--- src/pkg/abp_pkg.sv ---
// constants and carrier types for the byte-parallel converter host port
package abp_pkg;
  localparam int unsigned CLK_PERIOD_NS = 100;
  // output timings in ns and the cycle counts derived from them (times under one clock period round up to one cycle, longer ones round down)
  localparam int unsigned T_RD_TO_DONE_NS = 50;
  localparam int unsigned T_CS_OFF_NS = 60;
  localparam int unsigned T_RD_OFF_NS = 40;
  localparam int unsigned T_DONE_CYC = (T_RD_TO_DONE_NS / CLK_PERIOD_NS < 1) ? 1 :
    T_RD_TO_DONE_NS / CLK_PERIOD_NS;
  localparam int unsigned T_CS_OFF_CYC = (T_CS_OFF_NS / CLK_PERIOD_NS < 1) ? 1 :
    T_CS_OFF_NS / CLK_PERIOD_NS;
  localparam int unsigned T_RD_OFF_CYC = (T_RD_OFF_NS / CLK_PERIOD_NS < 1) ? 1 :
    T_RD_OFF_NS / CLK_PERIOD_NS;
  // conversion clock cycles for acquisition and conversion
  localparam logic [4:0] ACQ_CYCLES = 5'h03;
  localparam logic [4:0] CONV_CYCLES = 5'h0d;
  // configuration field positions
  localparam int unsigned CFG_ACQ_EXT_BIT = 5;
  localparam logic [7:0] CFG_RESET = 8'h00;
  localparam logic [9:0] RESULT_RESET = 10'h000;
  localparam int unsigned RES_W = 10;
  localparam int unsigned BYTE_W = 8;

  typedef enum logic [1:0] {
    ABP_IDLE = 2'b00,
    ABP_ACQ = 2'b01,
    ABP_CONV = 2'b10,
    ABP_WAIT_EXT = 2'b11
  } abp_state_t;

  // host strobes after synchronising
  typedef struct packed {
    logic cs_n;
    logic rd_n;
    logic wr_n;
    logic hbsel;
  } abp_strobe_t;
endpackage : abp_pkg

--- src/abp_sync.sv ---
// three-stage synchroniser with agreement filter for one host pin
`timescale 1ns/1ps
module abp_sync (
  // clock and reset
  input wire logic ref_clk,
  input wire logic sys_rst,
  // pin and filtered level
  input wire logic pin_in,
  output logic level_out
);
  logic s1_r;
  logic s2_r;
  logic s3_r;
  logic level_r;
  logic level_nxt;

  // a change counts only once stages two and three agree
  always_comb
  begin
    level_nxt = level_r;
    if (s2_r == s3_r)
    begin
      level_nxt = s3_r;
    end
  end

  // reset every stage high, the inactive level of the active-low strobes
  always_ff @(posedge ref_clk or posedge sys_rst)
  begin
    if (sys_rst)
    begin
      s1_r <= 1'b1;
      s2_r <= 1'b1;
      s3_r <= 1'b1;
      level_r <= 1'b1;
    end
    else
    begin
      s1_r <= pin_in;
      s2_r <= s1_r;
      s3_r <= s2_r;
      level_r <= level_nxt;
    end
  end

  assign level_out = level_r;
endmodule : abp_sync

--- src/abp_host_port.sv ---
// byte-parallel host port: result readout, config write, conversion sequencing
`timescale 1ns/1ps
module abp_host_port (
  // clock and reset
  input wire logic ref_clk,
  input wire logic sys_rst,
  // host strobes, all active low except the byte select
  input wire logic chip_select_n,
  input wire logic read_strobe_n,
  input wire logic write_strobe_n,
  input wire logic high_byte_select,
  // conversion clock from the outside, sampled as a level
  input wire logic conv_clk,
  // converter core result, valid at conversion end
  input wire logic [9:0] core_result,
  // shared data bus as three signals
  input wire logic [7:0] data_in,
  output logic [7:0] data_out,
  output logic data_oe,
  // completion flag pin, three-state
  output logic conversion_done_n,
  output logic conversion_done_oe,
  // latched configuration and busy status
  output logic [7:0] config_byte,
  output logic converting
);
  abp_pkg::abp_strobe_t strb;
  abp_pkg::abp_strobe_t strb_d_r;
  logic cclk_s;
  logic cclk_d_r;
  logic cclk_fall;

  // one synchroniser per pin, generated
  logic [4:0] pins;
  logic [4:0] pins_s;
  assign pins = {chip_select_n, read_strobe_n, write_strobe_n, high_byte_select, conv_clk};
  genvar gi;
  generate
    for (gi = 0; gi < 5; gi++)
    begin : g_sync
      abp_sync u_sync (
        .ref_clk(ref_clk),
        .sys_rst(sys_rst),
        .pin_in(pins[gi]),
        .level_out(pins_s[gi])
      );
    end
  endgenerate
  assign strb = abp_pkg::abp_strobe_t'(pins_s[4:1]);
  assign cclk_s = pins_s[0];

  // byte selection shared by the drive path and the checks
  function automatic logic [7:0] sel_byte(input logic [9:0] res, input logic hb);
    sel_byte = hb ? {6'h00, res[9:8]} : res[7:0];
  endfunction : sel_byte

  logic rd_fall;
  logic wr_rise;
  logic cs_fall;
  assign rd_fall = strb_d_r.rd_n && !strb.rd_n && !strb.cs_n;
  // a select that falls onto a strobe already low also opens the read
  assign cs_fall = strb_d_r.cs_n && !strb.cs_n && !strb.rd_n;
  assign wr_rise = !strb_d_r.wr_n && strb.wr_n && !strb.cs_n;
  assign cclk_fall = cclk_d_r && !cclk_s;

  // sequencer state
  abp_pkg::abp_state_t st_r, st_nxt;
  logic [4:0] cnt_r, cnt_nxt;
  logic [7:0] cfg_r, cfg_nxt;
  logic [9:0] res_r, res_nxt;
  logic done_n_r, done_n_nxt;
  logic rd_act_r, rd_act_nxt;
  logic [7:0] dout_r, dout_nxt;
  logic doe_r, doe_nxt;
  logic ioe_r, ioe_nxt;
  logic busy_r, busy_nxt;

  // next-state: config capture, acquisition and conversion timing in conv clock falls
  always_comb
  begin
    st_nxt = st_r;
    cnt_nxt = cnt_r;
    cfg_nxt = cfg_r;
    res_nxt = res_r;
    done_n_nxt = done_n_r;
    if (wr_rise)
    begin
      if (st_r == abp_pkg::ABP_WAIT_EXT)
      begin
        // external mode: second write edge ends acquisition
        st_nxt = abp_pkg::ABP_CONV;
        cnt_nxt = abp_pkg::CONV_CYCLES;
      end
      else
      begin
        cfg_nxt = data_in;
        if (data_in[abp_pkg::CFG_ACQ_EXT_BIT])
        begin
          st_nxt = abp_pkg::ABP_WAIT_EXT;
        end
        else
        begin
          st_nxt = abp_pkg::ABP_ACQ;
          cnt_nxt = abp_pkg::ACQ_CYCLES;
        end
      end
    end
    else
    begin
      unique case (st_r)
        abp_pkg::ABP_IDLE, abp_pkg::ABP_WAIT_EXT:
        begin
          cnt_nxt = cnt_r;
        end
        abp_pkg::ABP_ACQ:
        begin
          // host holds its strobe high past the first fall here
          if (cclk_fall)
          begin
            if (cnt_r == 5'h01)
            begin
              st_nxt = abp_pkg::ABP_CONV;
              cnt_nxt = abp_pkg::CONV_CYCLES;
            end
            else
            begin
              cnt_nxt = cnt_r - 5'h01;
            end
          end
        end
        abp_pkg::ABP_CONV:
        begin
          // time is a fixed number of conv clock periods
          if (cclk_fall)
          begin
            if (cnt_r == 5'h01)
            begin
              st_nxt = abp_pkg::ABP_IDLE;
              res_nxt = core_result;
            end
            else
            begin
              cnt_nxt = cnt_r - 5'h01;
            end
          end
        end
      endcase
    end
    // finishing wins over a read that clears the flag in the same cycle
    if (st_r == abp_pkg::ABP_CONV && st_nxt == abp_pkg::ABP_IDLE)
    begin
      done_n_nxt = 1'b0;
    end
    else if (rd_fall)
    begin
      done_n_nxt = 1'b1;
    end
  end

  // next bus drive: registered so outputs come straight from flops
  always_comb
  begin
    rd_act_nxt = rd_act_r;
    if (rd_fall || cs_fall)
    begin
      rd_act_nxt = 1'b1;
    end
    else if (strb.rd_n || strb.cs_n)
    begin
      rd_act_nxt = 1'b0;
    end
    // drive only with both strobes low, never while writing
    doe_nxt = rd_act_nxt && !strb.cs_n && !strb.rd_n && strb.wr_n;
    dout_nxt = doe_nxt ? sel_byte(res_r, strb.hbsel) : 8'h00;
    ioe_nxt = !strb.cs_n;
    busy_nxt = (st_nxt != abp_pkg::ABP_IDLE);
  end

  // register everything
  always_ff @(posedge ref_clk or posedge sys_rst)
  begin
    if (sys_rst)
    begin
      strb_d_r <= 4'hf;
      cclk_d_r <= 1'b0;
      st_r <= abp_pkg::ABP_IDLE;
      cnt_r <= 5'h00;
      cfg_r <= abp_pkg::CFG_RESET;
      res_r <= abp_pkg::RESULT_RESET;
      done_n_r <= 1'b1;
      rd_act_r <= 1'b0;
      dout_r <= 8'h00;
      doe_r <= 1'b0;
      ioe_r <= 1'b0;
      busy_r <= 1'b0;
    end
    else
    begin
      strb_d_r <= strb;
      cclk_d_r <= cclk_s;
      st_r <= st_nxt;
      cnt_r <= cnt_nxt;
      cfg_r <= cfg_nxt;
      res_r <= res_nxt;
      done_n_r <= done_n_nxt;
      rd_act_r <= rd_act_nxt;
      dout_r <= dout_nxt;
      doe_r <= doe_nxt;
      ioe_r <= ioe_nxt;
      busy_r <= busy_nxt;
    end
  end

  assign data_out = dout_r;
  assign data_oe = doe_r;
  assign conversion_done_n = done_n_r;
  assign conversion_done_oe = ioe_r;
  assign config_byte = cfg_r;
  assign converting = busy_r;

  AST_RD_CLEARS_DONE:
    assert property (@(posedge ref_clk) disable iff (sys_rst)
      rd_fall && !(st_r == abp_pkg::ABP_CONV && st_nxt == abp_pkg::ABP_IDLE)
      |=> conversion_done_n)
    else $error("done flag not cleared by read");
  AST_CS_RELEASE:
    assert property (@(posedge ref_clk) disable iff (sys_rst)
      strb.cs_n |=> !data_oe)
    else $error("bus still driven after chip select high");
  AST_RD_RELEASE:
    assert property (@(posedge ref_clk) disable iff (sys_rst)
      strb.rd_n |=> !data_oe)
    else $error("bus still driven after read strobe high");
  AST_BYTE_SEL:
    assert property (@(posedge ref_clk) disable iff (sys_rst)
      data_oe |-> data_out == sel_byte($past(res_r), $past(strb.hbsel)))
    else $error("wrong byte on bus");
  AST_HB_FOLLOW:
    assert property (@(posedge ref_clk) disable iff (sys_rst)
      data_oe && $changed(strb.hbsel) && !strb.rd_n && !strb.cs_n
      |=> data_oe && data_out == sel_byte(res_r, $past(strb.hbsel)))
    else $error("byte did not follow select");
  AST_WR_CAPTURE:
    assert property (@(posedge ref_clk) disable iff (sys_rst)
      wr_rise && st_r != abp_pkg::ABP_WAIT_EXT |=> config_byte == $past(data_in))
    else $error("config byte not captured");
  AST_CS_HIZ:
    assert property (@(posedge ref_clk) disable iff (sys_rst)
      strb.cs_n |=> !conversion_done_oe && !data_oe)
    else $error("outputs driven with chip select high");
  AST_DONE_SET:
    assert property (@(posedge ref_clk) disable iff (sys_rst)
      st_r == abp_pkg::ABP_CONV && cclk_fall && cnt_r == 5'h01 && !wr_rise
      |=> !conversion_done_n && st_r == abp_pkg::ABP_IDLE)
    else $error("done not raised at conversion end");
  AST_READ_DRIVE:
    assert property (@(posedge ref_clk) disable iff (sys_rst)
      (rd_fall || cs_fall) && strb.wr_n |=> data_oe)
    else $error("read did not drive the bus");
endmodule : abp_host_port

--- config.mk ---
export PLATFORM = sky130hd
export DESIGN_NAME = abp_host_port
export DESIGN_NICKNAME = d
export VERILOG_FILES = /design/src/pkg/abp_pkg.sv /design/src/abp_sync.sv /design/src/abp_host_port.sv
export SDC_FILE = /design/constraint.sdc
export NUM_CORES = 1
export LEC_CHECK = 0
export ABC_CLOCK_PERIOD_IN_PS = 1800
export CAP_MARGIN = 15
export CORE_MARGIN = 2
export CORE_UTILIZATION = 55
export DETAILED_ROUTE_END_ITERATION = 16
export DONT_BUFFER_PORTS = 1
export PLACE_DENSITY = 0.7
export REMOVE_ABC_BUFFERS = 1
export SETUP_SLACK_MARGIN = 0.1
export SYNTH_ARGS = -nofsm -noshare
export SYNTH_HDL_FRONTEND = slang
export SYNTH_SLANG_ARGS = --single-unit
--- constraint.sdc ---
create_clock -name ref_clk -period 1.8 [get_ports ref_clk]
set_input_delay 0 -clock ref_clk [delete_from_list [all_inputs] [get_ports ref_clk]]
set_output_delay 0 -clock ref_clk [all_outputs]
set_load 0.02 [all_outputs]
==> impl_metrics.ini, run 1 <==
[placement]
place_ws_ps = -220.4
io_buffers = 0
dpl.hpwl_mm = 2.803
gp_congestion = 0.8154
place_area_sq_um = 2526

[setup_path]
slowest_stage = or4_4
cp-end-kind = flip-flop
critical_path_buf_inv_count = 1
critPathKind = reg -> reg
start_kind = flip-flop
crit_family = simple AND/OR/NAND/NOR gates
r2r_end = st_r[1]$_DFF_PP0_
reg2reg_from = cnt_r[1]$_DFFE_PP0P_
worstPathArrival_ps = 2190
path_cells = inv_2 -> ha_4 -> or4b_4 -> or4_4 -> a31oi_4 -> nor2_1
crit_required_ps = 2000
cpPeakStageDelay_ps = 550
rrSetupSlack_ps = -190
crit_fanout = 3
reg2reg_depth = 6

[cts]
cts_root_buf = clkbuf_8
clockBufferDepth = 2
cts_sinks = 62
ctsHtreeMaxLevel = 3
cts_tree = yes
numCtsBuffers = 9
clk_pin_slew_ps = 60
clk_latency_ps = 330

[synthesis]
synthSimpleGateAreaFrac_pct = 12.98
netlist_instances = 177
synth-async-reset-ratio_pct = 100.0
ys_ff_latch = 62
yosysSeqAreaShare_pct = 66.95
ys_warn_count = 0
synth_edf_count = 0
ys.flop_type = dfrtp_1
synth_top_family_by_area = simple AND/OR/NAND/NOR gates
syn_area_sq_um = 2362
synth_compound_area_share_pct = 6.886
muxShareOfSynthArea_pct = 6.462
synthAdderAreaFrac_pct = 4.767
syn-mean-instance-area_sq_um = 13.35
netlist-cell-type-count = 42
synth-xor-area-share_pct = 0

[power]
power_switching_uw = 1536
power.density_nw_per_um2 = 1544
ir_worst_vdd_mv = 0.9161
p_leak_uw = 0.001453
power_uw = 4963
comb_power_share_pct = 29.1
power_frac_seq_pct = 42.7
p_sw_share_pct = 30.95
p_int_uw = 3427
pwr-share-clk_pct = 28.3

[timing]
relSlewSlack_pct = 62.89
tightest_slew_ps = 548.1
skew_ps = 10.87
setup_viol = 18
finalMaxSlewViolations = 0
hold_viol = 0
rsz0062_at_grt = yes
fmax_ghz = 0.5031
finalCritPeriodShare_pct = 110.4
period_minus_slack_ps = 1988
fin_ws_ps = -187.7

[floorplan]
initial_core_util_pct = 58.22
fp.coreArea_sq_um = 4058
fp.dieH_um = 69.54
ios = 45
row_count = 23
die_x_um = 69.54
dieArea_sq_um = 4835

[finish]
nFillCells = 249
drive_gt1_share_pct = 38.36
final_nets = 257
antenna_cells = 0
fin_area_sq_um = 3214
syn2layout_area_growth_pct = 36.07

[drt]
wl_per_cell_um = 16.26
route.detailed.drc = 0
num_vias = 1560
drt_wl_total_mm = 4.586
drtAntennaViolNets = 0
drt_iter0_markers = 66
first_pass_iters = 4
via_per_inst = 5.532

[grt]
grt-ovfl-total = 0
gr-usage-all-layers_pct = 19.90
grt_pass1_vias = 1583
grt_max_degree = 37
antenna_found_initial = 0
grt_pass1_wl_mm = 7.327

[worst_hold_path]
whs_path_depth = 3
holdPathEnd = cnt_r[3]$_DFFE_PP0P_
hold_class = in -> reg
min_from = data_in[5]

[status]
violations = setup timing
outcome = finished, violations left

[job]
cap_violations = 0
-- through the flow --
stage                     cells  hold slack [ps]  util [%]  TNS (ps)
after floorplan             173            4.478         -     -1752
after global placement      237           -50.52     62.26     -2078
after detailed placement    237           -32.74     62.26     -2823
after CTS                   278            26.05     75.76    -953.7
after global routing        282            60.41     79.22     -2976
final                       282            40.02     79.22     -2257
-- logic make-up (layout without fill, tap and decap cells) --
| family | count (synthesis) | after routing |
|---|---|---|
| mux | 14 | 14 |
| compound gates | 21 | 21 |
| simple gates | 58 | 59 |
| buf+inv | 12 | 66 |
| flops | 62 | 62 |
| fa+ha+maj | 10 | 10 |
-- how the worst max path moves through the flow --
| stage | start | end | slack [ps] | cells after the start |
|---|---|---|---|---|
| 6_report | cnt_r[1]$_DFFE_PP0P_ | st_r[1]$_DFF_PP0_ | -190 | 6 |
| 5_1_grt | cnt_r[1]$_DFFE_PP0P_ | converting$_DFF_PP0_ | -230 | 6 |
| 4_1_cts | cnt_r[1]$_DFFE_PP0P_ | converting$_DFF_PP0_ | -100 | 6 |
| 3_5_place_dp | cnt_r[1]$_DFFE_PP0P_ | res_r[3]$_DFFE_PP0P_ | -220 | 6 |
| 3_3_place_gp | cnt_r[1]$_DFFE_PP0P_ | res_r[7]$_DFFE_PP0P_ | -170 | 6 |
| 2_1_floorplan | cnt_r[1]$_DFFE_PP0P_ | conversion_done_n$_DFFE_PP1P_ | -140 | 6 |
-- layout by cell type (no fill, tap or decap), types with 3 or more instances in the layout --
master | netlist | routed
inv_2 | 0 | 3
nand2_1 | 28 | 27
and2_1 | 6 | 6
buf_4 | 0 | 14
clkbuf_8 | 0 | 9
bufinv_16 | 0 | 3
mux2i_1 | 4 | 4
maj3_1 | 5 | 5
mux2_4 | 0 | 10
inv_1 | 8 | 5
dfstp_2 | 24 | 24
dlygate4sd3_1 | 0 | 24
nor2_1 | 9 | 7
dfrtp_1 | 38 | 38
-- power by group through the flow --
stage               combinational, uW  sequential, uW  clock [uW]
finish                           1440            2120        1400
global route                     1570            2160        1500
floorplan                         661            2070           0
global placement                  930            2100           0
CTS                              1200            2100        1430
detailed placement                966            2110           0
-- worst reg2reg max path, delay by kind of cell (launching register included) --
| family | cells | cell delay (ps) |
|---|---|---|
| fa+ha+maj | 1 | 120 |
| compound gates | 1 | 190 |
| simple gates | 3 | 1100 |
| flops | 1 | 380 |
| buf+inv | 1 | 80 |
-- flip-flops by register name, summed over array words and instances (netlist names), 2 cells and up --
name	count
res_r	10
config_byte	8
data_out	8
cnt_r	5
g_sync.u_sync.level_out	5
g_sync.u_sync.s1_r	5
g_sync.u_sync.s2_r	5
g_sync.u_sync.s3_r	5
strb_d_r	3
st_r	2
-- what timing repair did --
action	4_1_cts	5_1_grt
setup buffers	1	3
hold endpoints to repair	51	0
gates cloned	0	1
resized for setup	16	24
pin swaps	3	14
endpoints found under the setup margin	25	20
hold buffers	24	0
-- metal layers --
metal | share of wire [%] | up-vias | global-route usage, %
met1 | 44 | 767 | 25.47
li1 | - | 722 | -
met3 | 5.5 | 10 | 5.233
met2 | 48 | 61 | 30.56
met5 | 0 | - | 0
met4 | 2.3 | 0 | 11.76
-- area by class of cell --
type | instances | area [sq um] | area share, %
Sequential cell | 62 | 1582 | 49.20
Multi-Input combinational cell | 104 | 897.1 | 27.91
Timing Repair Buffer | 42 | 411.6 | 12.81
Clock buffer | 11 | 131.4 | 4.087
Clock inverter | 5 | 100.1 | 3.114
Tap cell | 50 | 62.56 | 1.946
Inverter | 8 | 30.03 | 0.9342
-- synth_stat cells, types with 2 or more instances --
cell,n,area [sq um]
nor3b_1,2,15.01
o21ai_1,2,10.01
or3_1,2,12.51
ha_1,5,62.56
or4b_1,2,20.02
dfrtp_1,38,950.9
mux2i_1,4,40.04
clkbuf_1,3,11.26
a21oi_1,2,10.01
maj3_1,5,50.05
a31oi_1,2,12.51
and2_1,6,37.54
mux2_1,10,112.6
dfstp_2,24,630.6
nor2_1,9,33.78
inv_1,8,30.03
nand2_1,28,105.1
No activity file was read; power rests on OpenSTA's default activity.
==> run 2, diff against run 1 <==
- CORE_ASPECT_RATIO: default -> 1.1
- RECOVER_POWER: default -> 100
- SYNTH_HIERARCHICAL: default -> 1
==> run 2 against run 1 <==
Net effect:
- the flow still finishes with violations (setup timing)
- setup slack better by 160 ps
- combinational power rose by 6%
- hold slack improved by 47 ps
- critical endpoint is now config_byte[4]$_DFFE_PP0P_
==> impl_metrics.ini, run 2 <==
[floorplan]
fp.coreArea_sq_um = 4254
die_x_um = 67.00
dieArea_sq_um = 4910
initial_core_util_pct = 56.44
row_count = 25
ios = 45
fp.dieH_um = 73.30

[cts]
cts_tree = yes
cts_root_buf = clkbuf_8
clk_pin_slew_ps = 60
clk_latency_ps = 330
clockBufferDepth = 2
ctsHtreeMaxLevel = 3
numCtsBuffers = 9
cts_sinks = 62

[synthesis]
synth-async-reset-ratio_pct = 100.0
ys_ff_latch = 62
synth_common_cells = 38 x dfrtp_1, 24 x dfstp_2, 18 x mux2_2
synth_edf_count = 0
synthTopCellsByArea = dfrtp_1 40%, dfstp_2 26%, mux2_2 8.4%
netlist-cell-type-count = 39
synth_top_area_cell = dfrtp_1
syn-mean-instance-area_sq_um = 14.12
syn_area_sq_um = 2401
netlist_instances = 170
yosysSeqAreaShare_pct = 65.87
ys_warn_count = 6
yosysMostFrequentCell = dfrtp_1
synth_top_area_share_pct = 39.60
ys.flop_type = dfrtp_1

[drt]
wl_per_cell_um = 17.27
drt_wl_total_mm = 4.854
dr_wl_met2_mm = 2.530
wl_met1_mm = 2.021
drtAntennaViolNets = 0
via_per_inst = 5.388
route.met3.wl_um = 196
first_pass_iters = 4
route.detailed.drc = 0
top_layer = met4
num_vias = 1514
drt_iter0_markers = 92

[timing]
fmax_ghz = 0.5486
tightest_slew_ps = 1027
hold_slack_ps = 86.98
skew_ps = 4.539
relSlewSlack_pct = 31.56
period_minus_slack_ps = 1823
hold_viol = 0
fin_ws_ps = -22.70
setup_viol = 3
rsz0062_at_grt = yes
finalCritPeriodShare_pct = 101.3
finalMaxSlewViolations = 0

[setup_path]
crit_required_ps = 2020
worstPathArrival_ps = 2040
reg2reg_depth = 4
critPathKind = reg -> reg
start_kind = flip-flop
crit_fanout = 6
cp-end-kind = flip-flop

[finish]
largest_reg_flops = 10
drive_gt1_share_pct = 36.56
final_core_util_pct = 73.88
top_register = res_r
final_nets = 253
syn2layout_area_growth_pct = 30.90
final_common_cell = dfrtp_1
antenna_cells = 0
mostFrequentLayoutCells = 38 x dfrtp_1, 24 x dlygate4sd3_1, 15 x dfstp_2

[worst_hold_path]
hold_class = in -> reg
whs_path_depth = 3

[power]
p_leak_uw = 0.001409
power.density_nw_per_um2 = 1482
ir_worst_vdd_mv = 0.8056

[grt]
grt_pass1_vias = 1592
grt-ovfl-total = 0
grt_pass1_wl_mm = 7.355
gr-usage-all-layers_pct = 21.02
grt_max_degree = 43
antenna_found_initial = 0

[placement]
dpl.hpwl_mm = 2.958
io_buffers = 0
gp_congestion = 0.7633

[status]
outcome = finished, violations left
violations = setup timing

[job]
cap_violations = 0
==> run 2: power by group <==
part	total, uW	internal [uW]	switching [uW]	leakage [uW]
sequential	2180	1770	410	0.000716
combinational	1520	820	698	0.000615
clock	962	489	473	0.0000773
==> run 2: worst max-delay path, cell delays in order, from the launching register on <==
cell and delay, ps:
dfstp_2 520, or3b_4 420, nor2_2 270, clkbuf_16 200, mux2_4 300
==> run 2: through the flow <==
stage	instances	setup WS, ps	instance area, sq um	setup TNS (ps)	power (uW)
5_1_grt	281	-80.68	3143	-670.0	4911
3_5_place_dp	231	-40.11	2540	-99.57	3235
6_report	281	-22.70	3143	-52.99	4657
3_3_place_gp	231	7.430	2540	0	3146
2_1_floorplan	168	-73.76	2392	-590.1	2913
4_1_cts	274	53.01	3004	0	4413
==> run 2: cell type report <==
class / count / area [sq um]
Sequential cell: 62 / 1582
Fill cell: 302 / 1111
Multi-Input combinational cell: 92 / 887.1
Timing Repair Buffer: 43 / 401.6
Clock buffer: 13 / 138.9
Tap cell: 54 / 67.56
Inverter: 15 / 56.30
Clock inverter: 2 / 10.01
==> run 2: worst paths after layout <==
check	start	endpoint	slack (ps)
setup / recovery	g_sync[2].u_sync/level_out$_DFFE_PP1N_	config_byte[4]$_DFFE_PP0P_	-20
hold / removal	data_in[5]	cnt_r[1]$_DFFE_PP0P_	90
setup reg to reg	g_sync[2].u_sync/level_out$_DFFE_PP1N_	config_byte[4]$_DFFE_PP0P_	-20
hold reg to reg	g_sync[1].u_sync/s1_r$_DFF_PP1_	g_sync[1].u_sync/s2_r$_DFF_PP1_	360
max in group asynchronous	sys_rst	config_byte[2]$_DFFE_PP0P_	610
min in group asynchronous	sys_rst	g_sync[4].u_sync/s2_r$_DFF_PP1_	310
==> run 2: kinds of logic after synthesis <==
kind of cell	after synthesis	synth area share, %
fa+ha+maj	10	4.950
buf+inv	17	2.709
mux	20	9.276
compound gates	23	7.191
simple gates	38	10.01
flops	62	65.87
==> run 2: timing repair <==
item,CTS,global route
buffers inserted,4,4
pin swaps,8,9
endpoints found under the setup margin,23,27
hold buffers,24,0
hold endpoints to repair,83,0
gates resized for setup,9,25
cloned,0,3
==> run 2: metal layers <==
metal | global-route usage [%] | vias to the layer above
met5 | 0 | -
met3 | 6.279 | 11
met1 | 24.97 | 761
li1 | - | 702
met4 | 10.66 | 0
met2 | 34.67 | 40
==> run 3, diff against run 2 <==
- MAX_ROUTING_LAYER: default -> met4
- TNS_END_PERCENT: default -> 1
==> run 3 against run 2 <==
Net effect:
- the flow now finishes without violations
- hold slack improved by 12 ps
- sequential share of layout area increased by 0.77 points
- register-to-register slack improved by 70 ps
- die area unchanged
- sequential cell count unchanged
- maximum frequency increased by 3.7%
- via count decreased by 1.5%
- largest cell class unchanged
- highest routed layer unchanged
==> impl_metrics.ini, run 3 (synthesis gave the netlist of run 2 again) <==
[status]
outcome = completed

[cts]
clk_pin_slew_ps = 60
cts_root_buf = clkbuf_8
cts_sinks = 62
ctsHtreeMaxLevel = 3
clockBufferDepth = 2
numCtsBuffers = 9
cts_tree = yes
clk_latency_ps = 330

[finish]
largest_reg_flops = 10
antenna_cells = 0
mostFrequentLayoutCells = 38 x dfrtp_1, 24 x dlygate4sd3_1, 15 x dfstp_2
fin_cells = 277
syn2layout_area_growth_pct = 28.92
drive_gt1_share_pct = 33.18
final_core_util_pct = 72.76
nFillCells = 317
multi_input_area_sq_um = 843.3
top_register = res_r
seqCellArea_sq_um = 1582
final_common_cell = dfrtp_1
final_nets = 248

[placement]
dp.cells = 232
gp_congestion = 0.7835
io_buffers = 0
dpl.hpwl_mm = 2.906

[drt]
route.detailed.drc = 0
first_pass_iters = 4
drtAntennaViolNets = 0
wl_per_cell_um = 16.44
drt_wl_total_mm = 4.553
via_per_inst = 5.386
drt_iter0_markers = 126
num_vias = 1492

[grt]
grt_max_degree = 43
grt-ovfl-total = 0
grt_pass1_vias = 1632
antenna_found_initial = 0
grt_pass1_wl_mm = 7.314
gr-usage-all-layers_pct = 21.55

[timing]
period_minus_slack_ps = 1757
setup_viol = 0
relSlewSlack_pct = 32.51
tightest_slew_ps = 1012
finalMaxSlewViolations = 0
skew_ps = 9.520
fmax_ghz = 0.5691
rsz0062_at_grt = yes
finalCritPeriodShare_pct = 97.62
hold_viol = 0

[power]
power.density_nw_per_um2 = 1535
p_leak_uw = 0.001387
ir_worst_vdd_mv = 0.8097

[setup_path]
start_kind = flip-flop
worstPathArrival_ps = 1970
crit_fanout = 6
cp-end-kind = flip-flop
crit_required_ps = 2020
critPathKind = reg -> reg

[floorplan]
fp.coreArea_sq_um = 4254
fp.dieH_um = 73.30
ios = 45
dieArea_sq_um = 4910
die_x_um = 67.00
row_count = 25
initial_core_util_pct = 56.44

[job]
cap_violations = 0

[worst_hold_path]
hold_class = in -> reg
## run 3: layer usage
layer	share of wire (%)	global-route usage, %	up-vias
li1	-	-	687
met1	41	23.61	755
met2	54	33.89	36
met3	3.1	5.666	14
met4	2.8	15.42	0
met5	0	-	-
## run 3: stage by stage
| stage | setup TNS, ps | instance area, sq um | hold slack, ps | setup WS [ps] | power [uW] |
|---|---|---|---|---|---|
| CTS | 0 | 3028 | 77.09 | 35.77 | 4603 |
| detailed placement | -50.08 | 2547 | -27.75 | -49.75 | 3240 |
| global placement | 0 | 2547 | -37.57 | 40.96 | 3165 |
| floorplan | -590.1 | 2392 | -44.80 | -73.76 | 2913 |
| global route | -172.7 | 3095 | 109.4 | -46.31 | 5024 |
| finish | 0 | 3095 | 98.60 | 42.84 | 4752 |
## run 3: final timing paths
check | from | endpoint | slack (ps) | cells past startpoint
max in group asynchronous | sys_rst | rd_act_r$_DFF_PP0_ | 610 | 3
worst min register to register | g_sync[4].u_sync/s1_r$_DFF_PP1_ | g_sync[4].u_sync/s2_r$_DFF_PP1_ | 350 | 0
worst max-delay path | st_r[0]$_DFF_PP0_ | cnt_r[4]$_DFFE_PP0P_ | 40 | 6
worst min-delay path | data_in[5] | cnt_r[1]$_DFFE_PP0P_ | 100 | 3
worst max register to register | st_r[0]$_DFF_PP0_ | cnt_r[4]$_DFFE_PP0P_ | 40 | 6
min in group asynchronous | sys_rst | g_sync[4].u_sync/s2_r$_DFF_PP1_ | 310 | 2
## run 3: cell type report
cell class | instances | share of cell area (%)
inverter | 15 | 1.819
sequential | 62 | 51.09
multi-input combinational | 91 | 27.24
clock buffer | 15 | 5.376
timing repair buffer | 39 | 11.32
tap | 54 | 2.183
clock inverter | 1 | 0.9701
## run 3: worst max-delay path: stages, from the launching register on
cell and delay (ps):
dfrtp_1 420, inv_2 50, ha_2 180, or2_4 250
a221oi_4 380, a41oi_2 170, a21o_1 190
## run 3: report_power, final
part           leakage (uW)  switching, uW  internal (uW)  total [uW]
clock             0.0000979            481            718        1200
sequential         0.000716            398           1770        2160
combinational      0.000573            629            759        1390
total               0.00139           1510           3240        4750
## run 3: what timing repair did
action,in CTS,in global routing
setup endpoints to repair,23,25
hold buffers,24,0
gates resized for setup,3,25
pin swaps,4,12
buffers inserted,3,2
hold endpoints to repair,83,0
